===== config.mk =====
export PLATFORM = sky130hd
export DESIGN_NAME = power_mode_irq_mask_control
export DESIGN_NICKNAME = d
export VERILOG_FILES = /design/src/hdl/power_mode_irq_mask_control.v /design/src/hdl/pin_synchronizer.v
export VERILOG_INCLUDE_DIRS = /design/src /design/src/hdl
export SDC_FILE = /design/constraint.sdc
export NUM_CORES = 1
export LEC_CHECK = 0
export ABC_AREA = 1
export BUFFER_PORTS_ARGS = -buffer_cell sky130_fd_sc_hd__clkbuf_2
export CAP_MARGIN = 20
export CORE_ASPECT_RATIO = 1.25
export CORE_UTILIZATION = 30
export CTS_BUF_LIST = sky130_fd_sc_hd__clkbuf_16
export CTS_CLUSTER_DIAMETER = 30
export DETAILED_ROUTE_END_ITERATION = 16
export PLACE_DENSITY = 0.43
export SLEW_MARGIN = 10
export SYNTH_ARGS = -nofsm -noshare
export SYNTH_HDL_FRONTEND = slang
export SYNTH_HIERARCHICAL = 1
export SYNTH_SLANG_ARGS = --single-unit

===== constraint.sdc =====
create_clock -name clk -period 3.3 [get_ports clk]
set_clock_uncertainty 0.2 [all_clocks]
set_input_delay 0.33 -clock clk [delete_from_list [all_inputs] [get_ports clk]]
set_output_delay 0.33 -clock clk [all_outputs]
set_load 0.01 [all_outputs]

===== src/hdl/power_mode_defines.vh =====
`ifndef POWER_MODE_DEFINES_VH
`define POWER_MODE_DEFINES_VH

// Write addresses of the control words.
`define ADDR_POLARITY_WORD 8'h02
`define ADDR_POWER_ENABLE_WORD 8'h03
`define ADDR_OPTIONAL_CONTROL_WORD 8'h04
`define ADDR_IRQ_MASK_ONE 8'h05
`define ADDR_IRQ_MASK_TWO 8'h06
`define ADDR_TX_COMMENCE_STROBE 8'h08

// Reset values.
`define POWER_ENABLE_RESET 8'h01
`define OPTIONAL_CONTROL_RESET 4'h0
`define IRQ_MASK_ONE_RESET 7'h00
`define IRQ_MASK_TWO_RESET 8'h00
`define POLARITY_RESET 4'h0

// Field widths and positions.
`define POWER_ENABLE_WIDTH 8
`define OPTIONAL_CONTROL_WIDTH 4
`define IRQ_MASK_ONE_WIDTH 7
`define IRQ_MASK_TWO_WIDTH 8
`define POLARITY_WIDTH 4
`define EVENT_COUNT 15
`define PE_CLOCK_BIT 0
`define PE_SECURITY_BIT 1
`define PE_CONTROL_RX_BIT 2
`define PE_DUAL_TONE_BIT 3
`define PE_SPEECH_BIT 4
`define PE_MODE_MSB 4
`define OC_BUSY_IDLE_BIT 0
`define OC_REPEAT_LIMIT_BIT 1
`define OC_AUTO_MUTE_OFF_BIT 2
`define OC_RX_IDLE_BIT 3
`define POL_INTERRUPT_BIT 3
`define EV_TX_BUFFER_AVAILABLE 1
`define MASK_TWO_LSB 7
`define EVENT_MSB 14

// Legal power-mode encodings of bits 4 down to 0.
`define MODE_CODE_POWER_DOWN 5'h02
`define MODE_CODE_SHUTDOWN 5'h01
`define MODE_CODE_IDLE 5'h05
`define MODE_CODE_TONE 5'h09
`define MODE_CODE_FULL_TONE_OFF 5'h15
`define MODE_CODE_FULL_TONE_ON 5'h1d
`define MODE_WIDTH 7

// Serial write frame: eight address bits then eight data bits.
`define FRAME_BITS 5'd16
`define FRAME_COUNT_WIDTH 5
`define ADDR_WIDTH 8
`define DATA_WIDTH 8

// Precursor length and the margin for late transmit data loads.
`define PRECURSOR_CYCLES_DEFAULT 4800
`define PRECURSOR_COUNT_WIDTH 16
`define TX_DATA_MARGIN_CYCLES 16'd2
`define SYNC_WIDTH 3

`endif


===== src/hdl/power_mode_irq_mask_control.v =====
// Contract
// - Power-enable bit one powers section, zero off.
// - Reset leaves only power-enable bit 0 set.
// - Bit 0 powers clocks, processor, ports; keypad stays.
// - Bit 2 enables control-channel data reception.
// - Bit 3 enables dual-tone generator and receive.
// - Bit 4 enables speech, data, tone paths.
// - Decode low five bits into six modes.
// - Option bit 0 selects one or two busy bits.
// - Option bit 1 picks eleven or five repeats.
// - Option bit 2 low enables automatic muting.
// - Option bit 3 enables receiver idle saving.
// - Mask one enables seven event interrupts.
// - Mask two enables eight event interrupts.
// - Any commence write starts the precursor.
// - Precursor end takes buffer, raises buffer-available.
// - Polarity bit 3 selects interrupt pin level.
// - Tone status event interrupts only with mask 6.
`include "power_mode_defines.vh"
`timescale 1ns/1ps
`default_nettype none

module power_mode_irq_mask_control #(
   parameter PRECURSOR_CYCLES = `PRECURSOR_CYCLES_DEFAULT
) (
   input wire clk,
   input wire rst,
   input wire spi_clk,
   input wire spi_select_n,
   input wire spi_data_in,
   input wire [`EVENT_MSB:0] event_pulse,
   input wire [`EVENT_MSB:0] flag_clear,
   input wire tx_data_word_write,
   output reg [`EVENT_MSB:0] event_flags_q,
   output reg interrupt_pin_q,
   output reg clock_power_q,
   output reg processor_power_q,
   output reg keypad_power_q,
   output reg control_rx_enable_q,
   output reg dual_tone_enable_q,
   output reg speech_tx_rx_enable_q,
   output reg [`MODE_WIDTH-1:0] power_mode_q,
   output reg two_busy_bits_q,
   output reg five_repeat_limit_q,
   output reg auto_mute_enable_q,
   output reg rx_idle_enable_q,
   output reg precursor_active_q,
   output reg buffer_take_q,
   output reg late_data_write_q
);

   // One-hot power modes; the last code flags a forbidden combination.
   localparam MODE_POWER_DOWN = 7'h01;
   localparam MODE_SHUTDOWN = 7'h02;
   localparam MODE_IDLE = 7'h04;
   localparam MODE_TONE = 7'h08;
   localparam MODE_FULL_TONE_OFF = 7'h10;
   localparam MODE_FULL_TONE_ON = 7'h20;
   localparam MODE_ILLEGAL = 7'h40;

   // One-hot precursor sequencer states.
   localparam TX_IDLE = 3'h1;
   localparam TX_PRECURSOR = 3'h2;
   localparam TX_TAKE = 3'h4;

   localparam [31:0] PRECURSOR_LAST_WIDE = PRECURSOR_CYCLES - 1;
   localparam [`PRECURSOR_COUNT_WIDTH-1:0] PRECURSOR_LAST = PRECURSOR_LAST_WIDE[`PRECURSOR_COUNT_WIDTH-1:0];

   reg [`POWER_ENABLE_WIDTH-1:0] power_enable_word_q;
   reg [`OPTIONAL_CONTROL_WIDTH-1:0] optional_control_word_q;
   reg [`IRQ_MASK_ONE_WIDTH-1:0] irq_mask_one_q;
   reg [`IRQ_MASK_TWO_WIDTH-1:0] irq_mask_two_q;
   reg [`POLARITY_WIDTH-1:0] polarity_word_q;

   reg spi_clk_prev_q;
   reg [`FRAME_COUNT_WIDTH-1:0] bit_count_q;
   reg [`FRAME_BITS-2:0] shift_q;
   reg write_valid_q;
   reg [`ADDR_WIDTH-1:0] write_addr_q;
   reg [`DATA_WIDTH-1:0] write_data_q;

   reg [2:0] tx_state_q;
   reg [2:0] tx_state_d;
   reg [`PRECURSOR_COUNT_WIDTH-1:0] precursor_count_q;

   wire [`SYNC_WIDTH-1:0] pins_sync;
   wire spi_clk_s;
   wire spi_select_n_s;
   wire spi_data_s;
   wire spi_rise;
   wire [`EVENT_MSB:0] event_set;
   wire [`EVENT_MSB:0] irq_mask_all;
   wire commence_write;

   // Decodes the low five power-enable bits into a one-hot mode.
   function [`MODE_WIDTH-1:0] decode_mode;
      input [`PE_MODE_MSB:0] code;
      begin
         case (code)
            `MODE_CODE_POWER_DOWN: decode_mode = MODE_POWER_DOWN;
            `MODE_CODE_SHUTDOWN: decode_mode = MODE_SHUTDOWN;
            `MODE_CODE_IDLE: decode_mode = MODE_IDLE;
            `MODE_CODE_TONE: decode_mode = MODE_TONE;
            `MODE_CODE_FULL_TONE_OFF: decode_mode = MODE_FULL_TONE_OFF;
            `MODE_CODE_FULL_TONE_ON: decode_mode = MODE_FULL_TONE_ON;
            default: decode_mode = MODE_ILLEGAL;
         endcase
      end
   endfunction

   // Address match for a completed serial write.
   function addr_hit;
      input valid;
      input [`ADDR_WIDTH-1:0] addr;
      input [`ADDR_WIDTH-1:0] target;
      begin
         addr_hit = valid & (addr == target);
      end
   endfunction

   pin_synchronizer #(
      .WIDTH(`SYNC_WIDTH)
   ) u_pin_sync (
      .clk(clk),
      .rst(rst),
      .pin_async({spi_data_in, spi_select_n, spi_clk}),
      .reset_level(3'h2),
      .pin_sync_q(pins_sync)
   );

   assign spi_clk_s = pins_sync[0];
   assign spi_select_n_s = pins_sync[1];
   assign spi_data_s = pins_sync[2];
   assign spi_rise = spi_clk_s & ~spi_clk_prev_q;

   // Serial write port: select low, sixteen bits MSB first, sampled on the rising
   // edge of the serial clock. The serial clock must run well below clk/4 because
   // it is oversampled through the synchroniser.
   always @(posedge clk) begin
      if (rst) begin
         spi_clk_prev_q <= 1'b0;
         bit_count_q <= {`FRAME_COUNT_WIDTH{1'b0}};
         shift_q <= {(`FRAME_BITS-1){1'b0}};
         write_valid_q <= 1'b0;
         write_addr_q <= {`ADDR_WIDTH{1'b0}};
         write_data_q <= {`DATA_WIDTH{1'b0}};
      end else begin
         spi_clk_prev_q <= spi_clk_s;
         write_valid_q <= 1'b0;
         if (spi_select_n_s) begin
            // A frame cut short by deselect is dropped.
            bit_count_q <= {`FRAME_COUNT_WIDTH{1'b0}};
         end else if (spi_rise) begin
            if (bit_count_q == `FRAME_BITS - 5'd1) begin
               write_valid_q <= 1'b1;
               write_addr_q <= shift_q[`FRAME_BITS-2:`DATA_WIDTH-1];
               write_data_q <= {shift_q[`DATA_WIDTH-2:0], spi_data_s};
               bit_count_q <= {`FRAME_COUNT_WIDTH{1'b0}};
            end else begin
               shift_q <= {shift_q[`FRAME_BITS-3:0], spi_data_s};
               bit_count_q <= bit_count_q + 5'd1;
            end
         end
      end
   end

   // Control words. Reset leaves the part in shutdown mode.
   always @(posedge clk) begin
      if (rst) begin
         power_enable_word_q <= `POWER_ENABLE_RESET;
         optional_control_word_q <= `OPTIONAL_CONTROL_RESET;
         irq_mask_one_q <= `IRQ_MASK_ONE_RESET;
         irq_mask_two_q <= `IRQ_MASK_TWO_RESET;
         polarity_word_q <= `POLARITY_RESET;
      end else begin
         if (addr_hit(write_valid_q, write_addr_q, `ADDR_POWER_ENABLE_WORD)) begin
            // Unused bits 5 to 7 are not stored.
            power_enable_word_q <= {3'h0, write_data_q[`PE_MODE_MSB:0]};
         end
         if (addr_hit(write_valid_q, write_addr_q, `ADDR_OPTIONAL_CONTROL_WORD)) begin
            optional_control_word_q <= write_data_q[`OPTIONAL_CONTROL_WIDTH-1:0];
         end
         if (addr_hit(write_valid_q, write_addr_q, `ADDR_IRQ_MASK_ONE)) begin
            irq_mask_one_q <= write_data_q[`IRQ_MASK_ONE_WIDTH-1:0];
         end
         if (addr_hit(write_valid_q, write_addr_q, `ADDR_IRQ_MASK_TWO)) begin
            irq_mask_two_q <= write_data_q[`IRQ_MASK_TWO_WIDTH-1:0];
         end
         if (addr_hit(write_valid_q, write_addr_q, `ADDR_POLARITY_WORD)) begin
            polarity_word_q <= write_data_q[`POLARITY_WIDTH-1:0];
         end
      end
   end

   // Section enables. The security bit is trusted to be the inverse of the clock bit, so it
   // steers nothing; the mode decode reports a mismatch as illegal instead.
   always @(posedge clk) begin
      if (rst) begin
         clock_power_q <= 1'b0;
         processor_power_q <= 1'b0;
         keypad_power_q <= 1'b0;
         control_rx_enable_q <= 1'b0;
         dual_tone_enable_q <= 1'b0;
         speech_tx_rx_enable_q <= 1'b0;
         power_mode_q <= MODE_SHUTDOWN;
      end else begin
         clock_power_q <= power_enable_word_q[`PE_CLOCK_BIT];
         processor_power_q <= power_enable_word_q[`PE_CLOCK_BIT];
         keypad_power_q <= 1'b1;
         control_rx_enable_q <= power_enable_word_q[`PE_CONTROL_RX_BIT]
            & power_enable_word_q[`PE_CLOCK_BIT];
         dual_tone_enable_q <= power_enable_word_q[`PE_DUAL_TONE_BIT]
            & power_enable_word_q[`PE_CLOCK_BIT];
         speech_tx_rx_enable_q <= power_enable_word_q[`PE_SPEECH_BIT]
            & power_enable_word_q[`PE_CLOCK_BIT];
         power_mode_q <= decode_mode(power_enable_word_q[`PE_MODE_MSB:0]);
      end
   end

   // Forward-channel options, passed on as named levels.
   always @(posedge clk) begin
      if (rst) begin
         two_busy_bits_q <= 1'b0;
         five_repeat_limit_q <= 1'b0;
         auto_mute_enable_q <= 1'b0;
         rx_idle_enable_q <= 1'b0;
      end else begin
         two_busy_bits_q <= optional_control_word_q[`OC_BUSY_IDLE_BIT];
         five_repeat_limit_q <= optional_control_word_q[`OC_REPEAT_LIMIT_BIT];
         auto_mute_enable_q <= ~optional_control_word_q[`OC_AUTO_MUTE_OFF_BIT];
         rx_idle_enable_q <= optional_control_word_q[`OC_RX_IDLE_BIT];
      end
   end

   assign commence_write = addr_hit(write_valid_q, write_addr_q, `ADDR_TX_COMMENCE_STROBE);

   // Precursor sequencer. A commence write during a running precursor restarts it.
   always @* begin
      tx_state_d = tx_state_q;
      case (tx_state_q)
         TX_IDLE: begin
            if (commence_write) begin
               tx_state_d = TX_PRECURSOR;
            end
         end
         TX_PRECURSOR: begin
            if (commence_write) begin
               tx_state_d = TX_PRECURSOR;
            end else if (precursor_count_q == PRECURSOR_LAST) begin
               tx_state_d = TX_TAKE;
            end
         end
         TX_TAKE: begin
            tx_state_d = commence_write ? TX_PRECURSOR : TX_IDLE;
         end
         default: begin
            tx_state_d = TX_IDLE;
         end
      endcase
   end

   always @(posedge clk) begin
      if (rst) begin
         tx_state_q <= TX_IDLE;
         precursor_count_q <= {`PRECURSOR_COUNT_WIDTH{1'b0}};
         precursor_active_q <= 1'b0;
         buffer_take_q <= 1'b0;
         late_data_write_q <= 1'b0;
      end else begin
         tx_state_q <= tx_state_d;
         if (commence_write || tx_state_q != TX_PRECURSOR) begin
            precursor_count_q <= {`PRECURSOR_COUNT_WIDTH{1'b0}};
         end else begin
            precursor_count_q <= precursor_count_q + 16'd1;
         end
         precursor_active_q <= (tx_state_d == TX_PRECURSOR);
         buffer_take_q <= (tx_state_d == TX_TAKE);
         // A data load landing in the final two precursor cycles may be missed.
         late_data_write_q <= tx_data_word_write && tx_state_q == TX_PRECURSOR
            && !commence_write
            && (PRECURSOR_LAST - precursor_count_q) < `TX_DATA_MARGIN_CYCLES;
      end
   end

   // Sticky event flags; a set in the same cycle as its clear wins.
   assign event_set = event_pulse
      | ({{(`EVENT_MSB){1'b0}}, buffer_take_q} << `EV_TX_BUFFER_AVAILABLE);
   assign irq_mask_all = {irq_mask_two_q, irq_mask_one_q};

   always @(posedge clk) begin
      if (rst) begin
         event_flags_q <= {(`EVENT_MSB+1){1'b0}};
         interrupt_pin_q <= 1'b0;
      end else begin
         event_flags_q <= event_set | (event_flags_q & ~flag_clear);
         interrupt_pin_q <= (|(event_flags_q & irq_mask_all))
            ^ polarity_word_q[`POL_INTERRUPT_BIT];
      end
   end

endmodule

`default_nettype wire


===== src/hdl/pin_synchronizer.v =====
`timescale 1ns/1ps
`default_nettype none

module pin_synchronizer #(
   parameter WIDTH = 1
) (
   input wire clk,
   input wire rst,
   input wire [WIDTH-1:0] pin_async,
   input wire [WIDTH-1:0] reset_level,
   output reg [WIDTH-1:0] pin_sync_q
);

   reg [WIDTH-1:0] stage_one_q;

   // Each pin gets its own two-stage chain; only the second stage is ever read.
   // Reset loads each pin's idle level, so no false edge or select follows reset.
   always @(posedge clk) begin
      if (rst) begin
         stage_one_q <= reset_level;
         pin_sync_q <= reset_level;
      end else begin
         stage_one_q <= pin_async;
         pin_sync_q <= stage_one_q;
      end
   end

endmodule

`default_nettype wire


Word level (Yosys, flattened, before mapping). Index checks and enable logic that the tools add are counted.

Output and inout port bits: 36. Register bits: 126. Word-level logic and storage cells: 95. Input bits: 36.

Bitwise gates (word level): 21. Mux-type cells: 9. Equality and inequality tests: 20. Reduce and logical (&&, ||, !) cells: 11. Magnitude comparators: 1. Add/sub/neg operators: 3.

Operators by type and width (number): 7-bit case mux with 6 select lines (1); 15-bit AND (2); 8-bit by 3-bit == test with 1-bit output (second input constant) (3); 16-bit by 1-bit adder with 16-bit output (second input constant) (1); 16-bit by 13-bit == test with 1-bit output (second input constant) (1); 8-bit by 2-bit == test with 1-bit output (second input constant) (2); 16-bit by 2-bit less-than comparator with 1-bit output (second input constant) (1); 13-bit by 16-bit subtractor with 16-bit output (first input constant) (1); 15-bit NOT (1); 15-bit OR (1); 15-bit by 2-bit OR with 15-bit output (1); 15-bit OR reduction (1); 1-bit AND (10); 5-bit by 4-bit == test with 1-bit output (second input constant) (2); 5-bit == test (second input constant) (2); 3-bit two-way mux (3); 3-bit case mux with 3 select lines (1); 8-bit by 4-bit == test with 1-bit output (second input constant) (1); 3-bit by 2-bit == test with 1-bit output (second input constant) (2); 3-bit == test (second input constant) (2); 3-bit AND reduction (2); 5-bit by 1-bit adder with 5-bit output (second input constant) (1); 5-bit by 1-bit == test with 1-bit output (second input constant) (1); 5-bit by 2-bit == test with 1-bit output (second input constant) (1); 13 further kinds (21).

Longest topological paths before layout. Gate-level depths: netlist of the first run.

Depth after elaboration: 5. Mapped depth: 10.

Hierarchy. The synthesis of the first run kept the hierarchy.

Modules (own cells, without submodules): power_mode_irq_mask_control (times used 1, area each 4705.8 sq um, sequential area each 2342.2 sq um, cells an instance 638); pin_synchronizer (times used 1, area each 180.2 sq um, sequential area each 120.1 sq um, cells an instance 22).

Least setup slack after synthesis of the first run. OpenSTA, ideal clock, no wires.

Kind: register to register. Start: reg bit_count_q[0]. End: reg write_data_q[1]. Arrival time: 1.230 ns. Stages on the path, launching flop included: 10. Buffers on the path: 1. Path slack: 1.761 ns. Cell sequence: dfxtp_1 ha_1 nand3_1 nor2_4 nand2_1 buf_2 nand2_1 o21ai_1 nand2_1 inv_1.

Cells in the longest elaborated chain, start to end: 2.

Ends and longest elaborated chain: from (decl) (RTL line power_mode_irq_mask_control.v:76) `` reg [`FRAME_COUNT_WIDTH-1:0] bit_count_q; ``; from (signal assigned) (RTL line power_mode_irq_mask_control.v:142) `` bit_count_q <= {`FRAME_COUNT_WIDTH{1'b0}}; ``; from (signal assigned) (RTL line power_mode_irq_mask_control.v:152) `` bit_count_q <= {`FRAME_COUNT_WIDTH{1'b0}}; ``; from (signal assigned) (RTL line power_mode_irq_mask_control.v:158) `` bit_count_q <= {`FRAME_COUNT_WIDTH{1'b0}}; ``; 5-bit by 4-bit == test with 1-bit output (RTL line power_mode_irq_mask_control.v:154) `` if (bit_count_q == `FRAME_BITS - 5'd1) begin ``; 3-bit AND reduction (no line); to (signal assigned) (RTL line power_mode_irq_mask_control.v:146) `` write_data_q <= {`DATA_WIDTH{1'b0}}; ``; to (signal assigned) (RTL line power_mode_irq_mask_control.v:157) `` write_data_q <= {shift_q[`DATA_WIDTH-2:0], spi_data_s}; ``; to (decl) (RTL line power_mode_irq_mask_control.v:80) `` reg [`DATA_WIDTH-1:0] write_data_q; ``.

No other way between the ends. A chain may end at the register's enable or synchronous reset.

Final worst setup path of the first run.
Start: reg bit_count_q[0]. End: reg write_data_q[0].

Same word-level chain as after synthesis.

==> out/qor.csv, run 1 <==
stage;metric;value;unit
status;status;completed;
pwr;Clock Power Share;0.516;
critical_path;Largest delay share family, worst path;simple AND/OR/NAND/NOR gates;
yosys;synth unique cells;34;
pwr;pwr/cell area;570;mW/mm²
drt;Routed Antenna Nets;0;
critical_path;r2r endpoint;write_data_q[0]$_SDFFE_PP0P_;
layout;most frequent cells in the layout;nand2_1 (154), dfxtp_1 (123), nor2_1 (118);
placed_design;DP Wirelength;7670;µm
drt;Vias;4310;
yosys;Syn Std Cell Area;0.00489;mm²
pwr;Pwr Total;0.00360;W
critical_path;largest fanout on the critical path;25;
drt;vias per std cell;4.37;
yosys;main combinational cell family by area after synthesis;simple AND/OR/NAND/NOR gates;
placed_design;setup slack at placement;966;ps
drt;WL met2;5680;µm
yosys;Synth Area in Adders;0.00512;
drt;DRC;0;
yosys;asr flop ratio synth;0;
sta;Hold Fails Final Rpt;0;
drt;Top Layer Used;met4;
critical_path;Critical R2R Launch;bit_count_q[0]$_SDFFE_PP0P_;
pwr;P_sw;0.000749;W
floorplan;CORE AREA;0.0158;mm²
placed_design;Cell Area, Placed;0.00540;mm²
yosys;Post-synth EDFFs;0;
drt;WL per Instance;11.2;µm
yosys;complex-gate fraction of the synthesized area;0.0886;
cts;CTS Sinks;123;
yosys;Synth Area in XOR/XNOR;0.00717;
critical_path;worst-path cell chain;ha_1 -> nand3_1 -> nor2_4 -> nand2_1 -> nand2_1 -> o21ai_1 -> nand2_1 -> inv_1;
yosys;post-synthesis sequential area ratio;0.504;
pwr;Cell Int Power;0.00285;W
yosys;synth warn;6;
floorplan;Initial Utilization;0.310;
sta;max frequency;429;MHz
sta;Slew HR;0.414;
critical_path;WP buf/inv;1;
critical_path;CP max stage cell;nand2_1;
drt;router iterations before antenna repair;4;
min_path;HP Start;flag_clear[0];
grt;antenna violations before repair;0;
grt;vias in the first global route;4194;
pwr;Net Sw Frac;0.208;
sta;TNS Setup;0;ps
floorplan;die height;145;µm
pwr;LEAKAGE;2.71;nW
min_path;hold endpoint;event_flags_q[0]$_SDFF_PP0_;
cts;CTS max path bufs;2;
yosys;Avg Cell Area, Syn;7.40;µm²
min_path;min-delay worst type;input pin to flop;
yosys;mux cell area share after synthesis;0;
cts;postcts setup bufs;0;
grt;gr ovfl total;0;
sta;RSZ-0062 raised after global routing;no;
drt;Routed met3 length;338;µm
critical_path;max incr delay on CP;520;ps
layout;Synth-to-Final Area Change;29.2;%
layout;ratio of cells with drive above 1 in the final layout;0.155;
sta;fin crit share;0.707;
layout;fillers;1679;
sta;Slew @ Worst Pin;877;ps
pwr;Gate power share;0.051;
sta;Pins Over Slew Limit;0;
grt;gr usage total;0.144;
layout;area of the multi-input gates;0.00203;mm²
yosys;Synth Area in Simple Gates;0.311;
critical_path;Worst setup EP type;flop;
drt;Routed WL;11100;µm
floorplan;Die W;116;µm
layout;fin nets;802;
critical_path;CP Launch Type;flop;
pwr;register share of total power;0.433;
placed_design;number of port buffers;71;
pwr;IR drop worst, VDD;0.285;mV
layout;Seq. cell area;0.00246;mm²
sta;Final setup viols;0;
drt;starting DRC count in detailed routing;200;
floorplan;IO Pins;72;
cts;H-tree depth;4;
critical_path;r2r worst-path depth;8;
critical_path;CP Class;flop to flop;
floorplan;row count;51;
critical_path;most used cell, CP;nand2_1;
yosys;Syn Inst Count;660;
critical_path;crit path DAT;2440;ps
run;max cap viols;0;
cts;clock buffer count from CTS;17;
cts;clock transition at the registers of the reported paths;50;ps
yosys;Synth Flop Type;dfxtp_1;
sta;post-route minimum period;2330;ps
cts;insertion delay to the later sink of the worst-skew pair;420;ps
grt;first-pass GRT wire length;18600;µm
placed_design;GPL Wtd Cong;0.833;
critical_path;CP required;3410;ps
layout;most common cell after layout, fill and taps aside;nand2_1;
drt;M1 WL;4900;µm
cts;TritonCTS clock tree;yes;
yosys;Synth Register Bits;123;
layout;fin area;0.00631;mm²
cts;Root Driver;clkbuf_16;
floorplan;DIE AREA;0.0168;mm²
layout;ANT cells;0;
sta;Worst Slack Setup Final;968;ps
min_path;Worst Hold Path Cells;4;
grt;pin count of the biggest net entering global routing;50;
critical_path;reg2reg setup slack;970;ps
==> stage by stage <==
step                      cells  hold slack, ps  utilization
after detailed placement    925             203        0.343
after floorplan             661             187            -
after global routing        987            48.0        0.400
final                       987            9.79        0.400
after global placement      925             208        0.343
after CTS                   987            3.52        0.400
==> repair_timing <==
| item | in CTS | in global routing |
|---|---|---|
| endpoints found under the hold margin | 18 | 0 |
| gates resized for setup | 0 | 0 |
| setup endpoints to repair | 0 | 0 |
| hold buffers | 32 | 0 |
==> cell families (layout without fill, tap and decap cells) <==
kind of cell / after synthesis / count (layout)
simple gates: 352 / 352
compound gates: 83 / 83
flops: 123 / 123
other cells: 2 / 3
fa+ha+maj: 2 / 2
buf+inv: 94 / 208
xor+xnor: 4 / 4
==> layout make-up <==
| type | count | area share |
|---|---|---|
| Clock buffer | 17 | 0.0674 |
| Tap cell | 212 | 0.0420 |
| Timing Repair Buffer | 106 | 0.111 |
| Clock inverter | 13 | 0.0258 |
| Sequential cell | 123 | 0.390 |
| Multi-Input combinational cell | 444 | 0.321 |
| Inverter | 72 | 0.0432 |
==> power by group through the flow <==
stage	clock network, W	registers, W	logic [W]
5_1_grt	0.00198	0.00156	0.000208
2_1_floorplan	0	0.00158	0.0000966
6_report	0.00186	0.00156	0.000183
3_3_place_gp	0	0.00159	0.000148
3_5_place_dp	0	0.00159	0.000150
4_1_cts	0.00191	0.00156	0.000184
==> worst max path at each step <==
stage,start,to,slack [ps],cells after the start
floorplan,bit_count_q[0]$_SDFFE_PP0P_,write_data_q[1]$_SDFFE_PP0P_,1760,9
global placement,bit_count_q[0]$_SDFFE_PP0P_,write_data_q[0]$_SDFFE_PP0P_,1020,8
detailed placement,bit_count_q[0]$_SDFFE_PP0P_,write_data_q[4]$_SDFFE_PP0P_,970,8
CTS,bit_count_q[0]$_SDFFE_PP0P_,write_data_q[4]$_SDFFE_PP0P_,960,8
global route,bit_count_q[0]$_SDFFE_PP0P_,write_data_q[4]$_SDFFE_PP0P_,720,7
finish,bit_count_q[0]$_SDFFE_PP0P_,write_data_q[0]$_SDFFE_PP0P_,970,8
==> state kept, by name, indices dropped and copies added, names as in the netlist, 3 cells and up <==
name	cells
irq_mask_one_q	7
u_pin_sync/pin_sync_q	3
write_addr_q	8
write_data_q	8
event_flags_q	15
bit_count_q	5
shift_q	15
irq_mask_two_q	8
power_enable_word_q	5
power_mode_q	7
u_pin_sync/stage_one_q	3
precursor_count_q	16
tx_state_q	3
optional_control_word_q	4
==> tightest hold or removal path, cell delays in order <==
cell and delay (ps):
clkbuf_2 80, inv_1 40, a21oi_1 50, nor2_1 80
==> per-layer routing <==
metal | vias up | GRT usage
met5 | - | 0
met4 | 0 | 0.0648
met3 | 14 | 0.0412
met2 | 56 | 0.261
met1 | 1940 | 0.154
li1 | 2300 | -
==> synth_stat cells (2+ instances only) <==
cell type / instances / share of area
a21oi_1: 49 / 0.050
a21oi_2: 4 / 0.0072
buf_1: 4 / 0.0031
buf_2: 10 / 0.010
buf_6: 4 / 0.0092
clkbuf_1: 3 / 0.0023
conb_1: 2 / 0.0015
dfxtp_1: 123 / 0.50
ha_1: 2 / 0.0051
inv_1: 68 / 0.052
inv_2: 3 / 0.0023
nand2_1: 154 / 0.12
nand3_1: 30 / 0.031
nand3b_1: 2 / 0.0031
nand4_1: 9 / 0.012
nor2_1: 118 / 0.091
nor2_2: 3 / 0.0038
nor2_4: 2 / 0.0046
nor3_1: 9 / 0.0092
nor3_4: 2 / 0.0067
nor4_1: 16 / 0.020
o21ai_0: 19 / 0.019
o21ai_1: 10 / 0.010
or2_2: 2 / 0.0026
xnor2_1: 3 / 0.0054
No activity file was read; power rests on OpenSTA's default activity.
==> run 2, diff against run 1 <==
==> constraint.sdc (replaced) <==
create_clock -name clk -period 2.2 [get_ports clk]
set_clock_uncertainty 0.2 [all_clocks]
set_input_delay 0.22 -clock clk [delete_from_list [all_inputs] [get_ports clk]]
set_output_delay 0.22 -clock clk [all_outputs]
set_load 0.01 [all_outputs]
==> out/qor.csv, run 2 (synthesis results as in run 1) <==
stage;metric;value;unit;change
status;status;completed;;unchanged
layout;max reg flops;16;;unchanged
cts;H-tree depth;4;;unchanged
sta;fin crit share;0.812;;was 0.707
critical_path;worst-path cell chain;nor2_8 -> inv_4 -> nor2_2 -> nand2_1 -> buf_4 -> nand2_1 -> o21ai_1 -> nand2_1 -> inv_1;;was ha_1 -> nand3_1 -> nor2_4 -> nand2_1 -> nand2_1 -> o21ai_1 -> nand2_1 -> inv_1
floorplan;Initial Utilization;0.310;;unchanged
placed_design;DP Wirelength;8010;µm;was 7670 µm
sta;RSZ-0062 raised after global routing;no;;unchanged
drt;Routed Antenna Nets;0;;unchanged
floorplan;CORE AREA;0.0158;mm²;unchanged
sta;max frequency;560;MHz;was 429 MHz
cts;insertion delay to the later sink of the worst-skew pair;420;ps;about the same
pwr;Pwr Total;0.00544;W;was 0.00360 W
layout;fillers;1692;;was 1,679
critical_path;largest fanout on the critical path;20;;was 25
layout;Seq. cell area;0.00246;mm²;unchanged
layout;fin nets;810;;was 802
floorplan;DIE AREA;0.0168;mm²;unchanged
run;max cap viols;0;;unchanged
drt;router iterations before antenna repair;5;;was 4
grt;gr ovfl total;0;;unchanged
sta;Hold Fails Final Rpt;0;;unchanged
sta;Slew HR;0.636;;was 0.414
placed_design;number of port buffers;71;;unchanged
placed_design;GPL Wtd Cong;0.832;;was 0.833
layout;ANT cells;0;;unchanged
grt;first-pass GRT wire length;18700;µm;was 18,600 µm
placed_design;setup slack at placement;420;ps;was 966 ps
pwr;pwr/cell area;848;mW/mm²;was 570 mW/mm²
sta;TNS Setup;0;ps;unchanged
cts;CTS Sinks;123;;unchanged
sta;Worst Slack Setup Final;414;ps;was 968 ps
floorplan;row count;51;;unchanged
cts;clock buffer count from CTS;17;;unchanged
layout;most common cell after layout, fill and taps aside;nand2_1;;unchanged
floorplan;IO Pins;72;;unchanged
sta;Pins Over Slew Limit;0;;unchanged
drt;DRC;0;;unchanged
layout;ratio of cells with drive above 1 in the final layout;0.167;;was 0.155
critical_path;CP max stage cell;dfxtp_1;;was nand2_1
drt;Vias;4340;;was 4,310
drt;Routed WL;11400;µm;was 11,100 µm
drt;starting DRC count in detailed routing;207;;was 200
critical_path;Worst setup EP type;flop;;unchanged
cts;clock transition at the registers of the reported paths;60;ps;was 50 ps
layout;Most flops, register;precursor_count_q;;unchanged
drt;vias per std cell;4.35;;was 4.37
grt;antenna violations before repair;0;;unchanged
sta;Slew @ Worst Pin;545;ps;was 877 ps
grt;vias in the first global route;4033;;was 4,194
layout;most frequent cells in the layout;nand2_1 (154), dfxtp_1 (123), nor2_1 (118);;unchanged
drt;WL per Instance;11.4;µm;was 11.2 µm
min_path;min-delay worst type;input pin to flop;;unchanged
layout;Synth-to-Final Area Change;31.3;%;was 29.2%
cts;CTS max path bufs;2;;unchanged
floorplan;die height;145;µm;unchanged
critical_path;CP Class;flop to flop;;unchanged
layout;largest registers;precursor_count_q: 16 flops, event_flags_q: 15 flops, shift_q: 15 flops;;unchanged
grt;gr usage total;0.147;;was 0.144
grt;pin count of the biggest net entering global routing;50;;unchanged
pwr;LEAKAGE;2.73;nW;was 2.71 nW
critical_path;max incr delay on CP;350;ps;was 520 ps
sta;post-route minimum period;1790;ps;was 2330 ps
cts;post_cts resized;0;;unchanged
sta;Final setup viols;0;;unchanged
cts;TritonCTS clock tree;yes;;unchanged
pwr;IR drop worst, VDD;0.439;mV;was 0.285 mV
critical_path;most used cell, CP;nand2_1;;unchanged
critical_path;crit path DAT;1900;ps;was 2440 ps
cts;Root Driver;clkbuf_16;;unchanged
critical_path;CP Launch Type;flop;;unchanged
critical_path;CP required;2320;ps;was 3410 ps
layout;area of the multi-input gates;0.00203;mm²;unchanged
floorplan;Die W;116;µm;unchanged
run 2: cell count changes in the layout (fill, tap and decap cells not counted):
cell,before,now
clkinv_1,0,1
buf_12,0,2
dlygate4sd3_1,32,34
clkinv_2,4,2
clkinvlp_4,1,5
inv_1,72,68
buf_4,3,7
clkinv_4,0,4
bufinv_16,4,3
run 2: report_power, final:
group | leakage (nW) | internal, W | total (W) | switching [W]
Sequential | 1.00 | 0.00229 | 0.00233 | 0.0000469
Combinational | 1.45 | 0.000145 | 0.000294 | 0.000149
Clock | 0.278 | 0.00177 | 0.00281 | 0.00104
Total | 2.73 | 0.00421 | 0.00544 | 0.00124
run 2: cell type report:
class	count	area share
well taps	212	0.0413
clock buffers	17	0.0663
inverters	72	0.0425
clock inverters	15	0.0275
multi-input cells	444	0.316
repair buffers	114	0.123
flip-flops and latches	123	0.384
run 2: what timing repair did:
item | CTS | global route
setup buffers | 0 | 0
endpoints found under the setup margin | 0 | 0
hold buffers | 34 | 0
hold endpoints to repair | 19 | 0
run 2: metal layers:
metal	wire (µm)	global-route usage	vias to the layer above
li1	-	-	2322
met1	4990	0.157	1932
met2	5830	0.266	71
met3	369	0.0387	15
met4	204	0.0688	0
met5	0	0	-
run 2: path summary, 6_finish.rpt:
path | startpoint | to | slack, ps | depth (start not counted)
setup / recovery | spi_clk_prev_q$_SDFF_PP0_ | write_data_q[1]$_SDFFE_PP0P_ | 410 | 9
hold / removal | rst | irq_mask_one_q[5]$_SDFFE_PP0P_ | 160 | 4
setup reg to reg | spi_clk_prev_q$_SDFF_PP0_ | write_data_q[1]$_SDFFE_PP0P_ | 410 | 9
hold reg to reg | optional_control_word_q[2]$_SDFFE_PP0P_ | auto_mute_enable_q$_SDFF_PP0_ | 210 | 1
run 2: stage by stage:
stage / instance area [µm²] / std cells / utilization / hold WS, ps
after floorplan: 4890 / 661 / - / 123
after global placement: 5470 / 931 / 0.347 / 207
after detailed placement: 5470 / 931 / 0.347 / 202
after CTS: 6420 / 997 / 0.407 / 159
after global routing: 6420 / 997 / 0.407 / 191
final: 6420 / 997 / 0.407 / 156
run 2: worst max-delay path, delay by kind of cell (launching register included):
family | cells | cell delay [ps]
AND/OR/NAND/NOR | 5 | 720
flip-flops | 1 | 350
buffers and inverters | 3 | 350
AO/OA/AOI/OAI | 1 | 50
==> run 3, diff against run 2 <==
--- a/config.mk
+++ b/config.mk
@@ -14,7 +14,7 @@
 export CTS_BUF_LIST = sky130_fd_sc_hd__clkbuf_16
 export CTS_CLUSTER_DIAMETER = 30
 export DETAILED_ROUTE_END_ITERATION = 16
-export PLACE_DENSITY = 0.43
+export PLACE_DENSITY = 0.45
 export SLEW_MARGIN = 10
 export SYNTH_ARGS = -nofsm -noshare
 export SYNTH_HDL_FRONTEND = slang
==> constraint.sdc (replaced) <==
create_clock -name clk -period 1.5 [get_ports clk]
set_clock_uncertainty 0.2 [all_clocks]
set_input_delay 0.15 -clock clk [delete_from_list [all_inputs] [get_ports clk]]
set_output_delay 0.15 -clock clk [all_outputs]
set_load 0.01 [all_outputs]
==> out/qor.csv, run 3 (synthesis results as in run 1) <==
stage;metric;value;unit;change
sta;Pins Over Slew Limit;0;;unchanged
grt;GR Util met1;0.157;;about the same
critical_path;r2r worst-path depth;9;;unchanged
critical_path;max incr delay on CP;350;ps;about the same
drt;vias per std cell;4.38;;was 4.35
floorplan;IO Pins;72;;unchanged
layout;max reg flops;16;;unchanged
cts;insertion delay to the later sink of the worst-skew pair;420;ps;about the same
min_path;Worst Hold Path Cells;4;;unchanged
grt;gr ovfl total;0;;unchanged
pwr;P_sw;0.00184;W;was 0.00124 W
critical_path;worst-path cell chain;ha_4 -> nand3_4 -> nor2_4 -> nand2_4 -> clkbuf_16 -> nand2_4 -> o21ai_1 -> nand2_1 -> inv_1;;was nor2_8 -> inv_4 -> nor2_2 -> nand2_1 -> buf_4 -> nand2_1 -> o21ai_1 -> nand2_1 -> inv_1
critical_path;most used cell, CP;nand2_4;;was nand2_1
placed_design;Placed Instances;953;;was 931
floorplan;Die W;116;µm;unchanged
sta;max frequency;646;MHz;was 560 MHz
layout;Synth-to-Final Area Change;44.9;%;was 31.3%
floorplan;Initial Utilization;0.310;;unchanged
critical_path;reg2reg setup slack;-50;ps;was 410 ps
grt;pin count of the biggest net entering global routing;31;;was 50
critical_path;largest fanout on the critical path;4;;was 20
layout;fin nets;844;;was 810
status;status;complete, but fails checks;;was completed
critical_path;CP Class;flop to flop;;unchanged
grt;vias in the first global route;4274;;was 4,033
grt;antenna violations before repair;0;;unchanged
sta;Hold Fails Final Rpt;0;;unchanged
critical_path;CP required;1620;ps;was 2320 ps
placed_design;GPL Wtd Cong;0.864;;was 0.832
pwr;IR drop worst, VDD;0.679;mV;was 0.439 mV
min_path;HP Start;rst;;unchanged
sta;post-route minimum period;1550;ps;was 1790 ps
cts;TritonCTS clock tree;yes;;unchanged
layout;Most flops, register;precursor_count_q;;unchanged
min_path;min-delay worst type;input pin to flop;;unchanged
cts;clock buffer count from CTS;17;;unchanged
pwr;Net Sw Frac;0.228;;was 0.227
floorplan;DIE AREA;0.0168;mm²;unchanged
layout;Seq. cell area;0.00248;mm²;was 0.00246 mm²
layout;largest registers;precursor_count_q: 16 flops, event_flags_q: 15 flops, shift_q: 15 flops;;unchanged
grt;M2 GR Usage;0.277;;was 0.266
cts;clock transition at the registers of the reported paths;60;ps;about the same
cts;CTS Sinks;123;;unchanged
critical_path;Largest delay share family, worst path;simple AND/OR/NAND/NOR gates;;unchanged
floorplan;CORE AREA;0.0158;mm²;unchanged
layout;most common cell after layout, fill and taps aside;nand2_1;;unchanged
critical_path;WP buf/inv;2;;was 3
pwr;Cell Int Power;0.00621;W;was 0.00421 W
critical_path;r2r endpoint;write_data_q[0]$_SDFFE_PP0P_;;was write_data_q[1]$_SDFFE_PP0P_
layout;Core Util, Final;0.449;;was 0.407
critical_path;Critical R2R Launch;bit_count_q[0]$_SDFFE_PP0P_;;was spi_clk_prev_q$_SDFF_PP0_
critical_path;Worst setup EP type;flop;;unchanged
sta;RSZ-0062 raised after global routing;yes;;was no
pwr;Pwr Total;0.00805;W;was 0.00544 W
pwr;register share of total power;0.424;;was 0.429
sta;Worst Slack Setup Final;-47.1;ps;was 414 ps
sta;fin crit share;1.03;;was 0.812
drt;Routed WL;12400;µm;was 11,400 µm
layout;ratio of cells with drive above 1 in the final layout;0.265;;was 0.167
drt;router iterations before antenna repair;4;;was 5
drt;Vias;4511;;was 4,340
cts;CTS max path bufs;2;;unchanged
floorplan;die height;145;µm;unchanged
layout;most frequent cells in the layout;nand2_1 (143), dfxtp_1 (114), nor2_1 (108);;was nand2_1 (154), dfxtp_1 (123), nor2_1 (118)
pwr;LEAKAGE;3.02;nW;was 2.73 nW
grt;first-pass GRT wire length;19200;µm;was 18,700 µm
drt;Routed Antenna Nets;0;;unchanged
cts;Root Driver;clkbuf_16;;unchanged
grt;GR peak layer;met2;;unchanged
run;max cap viols;0;;unchanged
layout;final instance count without filler cells;1031;;was 997
drt;DRC;0;;unchanged
sta;Final setup viols;18;;was 0
grt;GR Util met3;0.0329;;was 0.0387
layout;ANT cells;0;;unchanged
drt;starting DRC count in detailed routing;232;;was 207
layout;fillers;1591;;was 1,692
pwr;Gate power share;0.062;;was 0.054
placed_design;number of port buffers;71;;unchanged
pwr;pwr/cell area;1140;mW/mm²;was 848 mW/mm²
min_path;hold endpoint;bit_count_q[4]$_SDFFE_PP0P_;;was irq_mask_one_q[5]$_SDFFE_PP0P_
cts;H-tree depth;4;;unchanged
drt;WL per Instance;12.0;µm;was 11.4 µm
critical_path;CP Launch Type;flop;;unchanged
grt;gr usage total;0.150;;was 0.147
sta;hold_ws;70.7;ps;was 156 ps
floorplan;row count;51;;unchanged
placed_design;DP Wirelength;8040;µm;was 8010 µm
status;failing checks;setup timing;;
pwr;Clock Power Share;0.514;;was 0.517
layout;area of the multi-input gates;0.00226;mm²;was 0.00203 mm²
critical_path;crit path DAT;1670;ps;was 1900 ps
critical_path;CP max stage cell;dfxtp_2;;was dfxtp_1
==> run 3: worst min-delay path, delay by kind of cell <==
| family | cells | cell delay [ps] |
|---|---|---|
| buffers and inverters | 3 | 430 |
| AND/OR/NAND/NOR | 1 | 60 |
==> run 3: power by group through the flow <==
| stage | Sequential, W | Clock [W] | Combinational [W] |
|---|---|---|---|
| after detailed placement | 0.00348 | 0 | 0.000384 |
| after global placement | 0.00348 | 0 | 0.000379 |
| after global routing | 0.00342 | 0.00438 | 0.000559 |
| after floorplan | 0.00349 | 0 | 0.000213 |
| after CTS | 0.00342 | 0.00423 | 0.000480 |
| final | 0.00341 | 0.00413 | 0.000498 |
==> run 3: metrics by stage <==
stage | worst slack [ps] | TNS (ps) | instance area (µm²)
detailed placement | -104 | -1330 | 5700
CTS | -21.0 | -48.5 | 6730
floorplan | 7.44 | 0 | 4910
global route | -114 | -4060 | 7080
finish | -47.1 | -262 | 7080
global placement | -87.2 | -694 | 5700
==> run 3: worst max-delay path by stage <==
stage                                          startpoint  cells past startpoint                                  end
after CTS                    write_addr_q[5]$_SDFFE_PP0P_                      6  power_enable_word_q[3]$_SDFFE_PP0P_
final                         bit_count_q[0]$_SDFFE_PP0P_                      9         write_data_q[0]$_SDFFE_PP0P_
after global placement           write_valid_q$_SDFF_PP0_                      5  power_enable_word_q[4]$_SDFFE_PP0P_
after detailed placement         write_valid_q$_SDFF_PP0_                      5  power_enable_word_q[3]$_SDFFE_PP0P_
after global routing             tx_state_q[0]$_SDFF_PP1_                      7      precursor_count_q[2]$_SDFF_PP0_
after floorplan           precursor_count_q[0]$_SDFF_PP0_                      6        precursor_active_q$_SDFF_PP0_
==> run 3: routing by layer <==
metal,wire length [µm],vias to the layer above
met3,386,18
met1,5180,2033
met4,245,0
met5,0,-
li1,-,2389
met2,6570,71
==> run 3: area by class of cell <==
cell class | count | area share
clock inverter | 15 | 0.0249
timing repair buffer | 147 | 0.170
multi-input combinational | 445 | 0.319
clock buffer | 17 | 0.0601
inverter | 72 | 0.0389
sequential | 123 | 0.350
tap | 212 | 0.0375
==> run 3: what timing repair did <==
action	CTS	global route
setup buffers	0	3
hold endpoints to repair	37	0
pin swaps	3	13
resized for setup	14	74
hold buffers	38	0
cloned	0	6
setup endpoints to repair	38	82
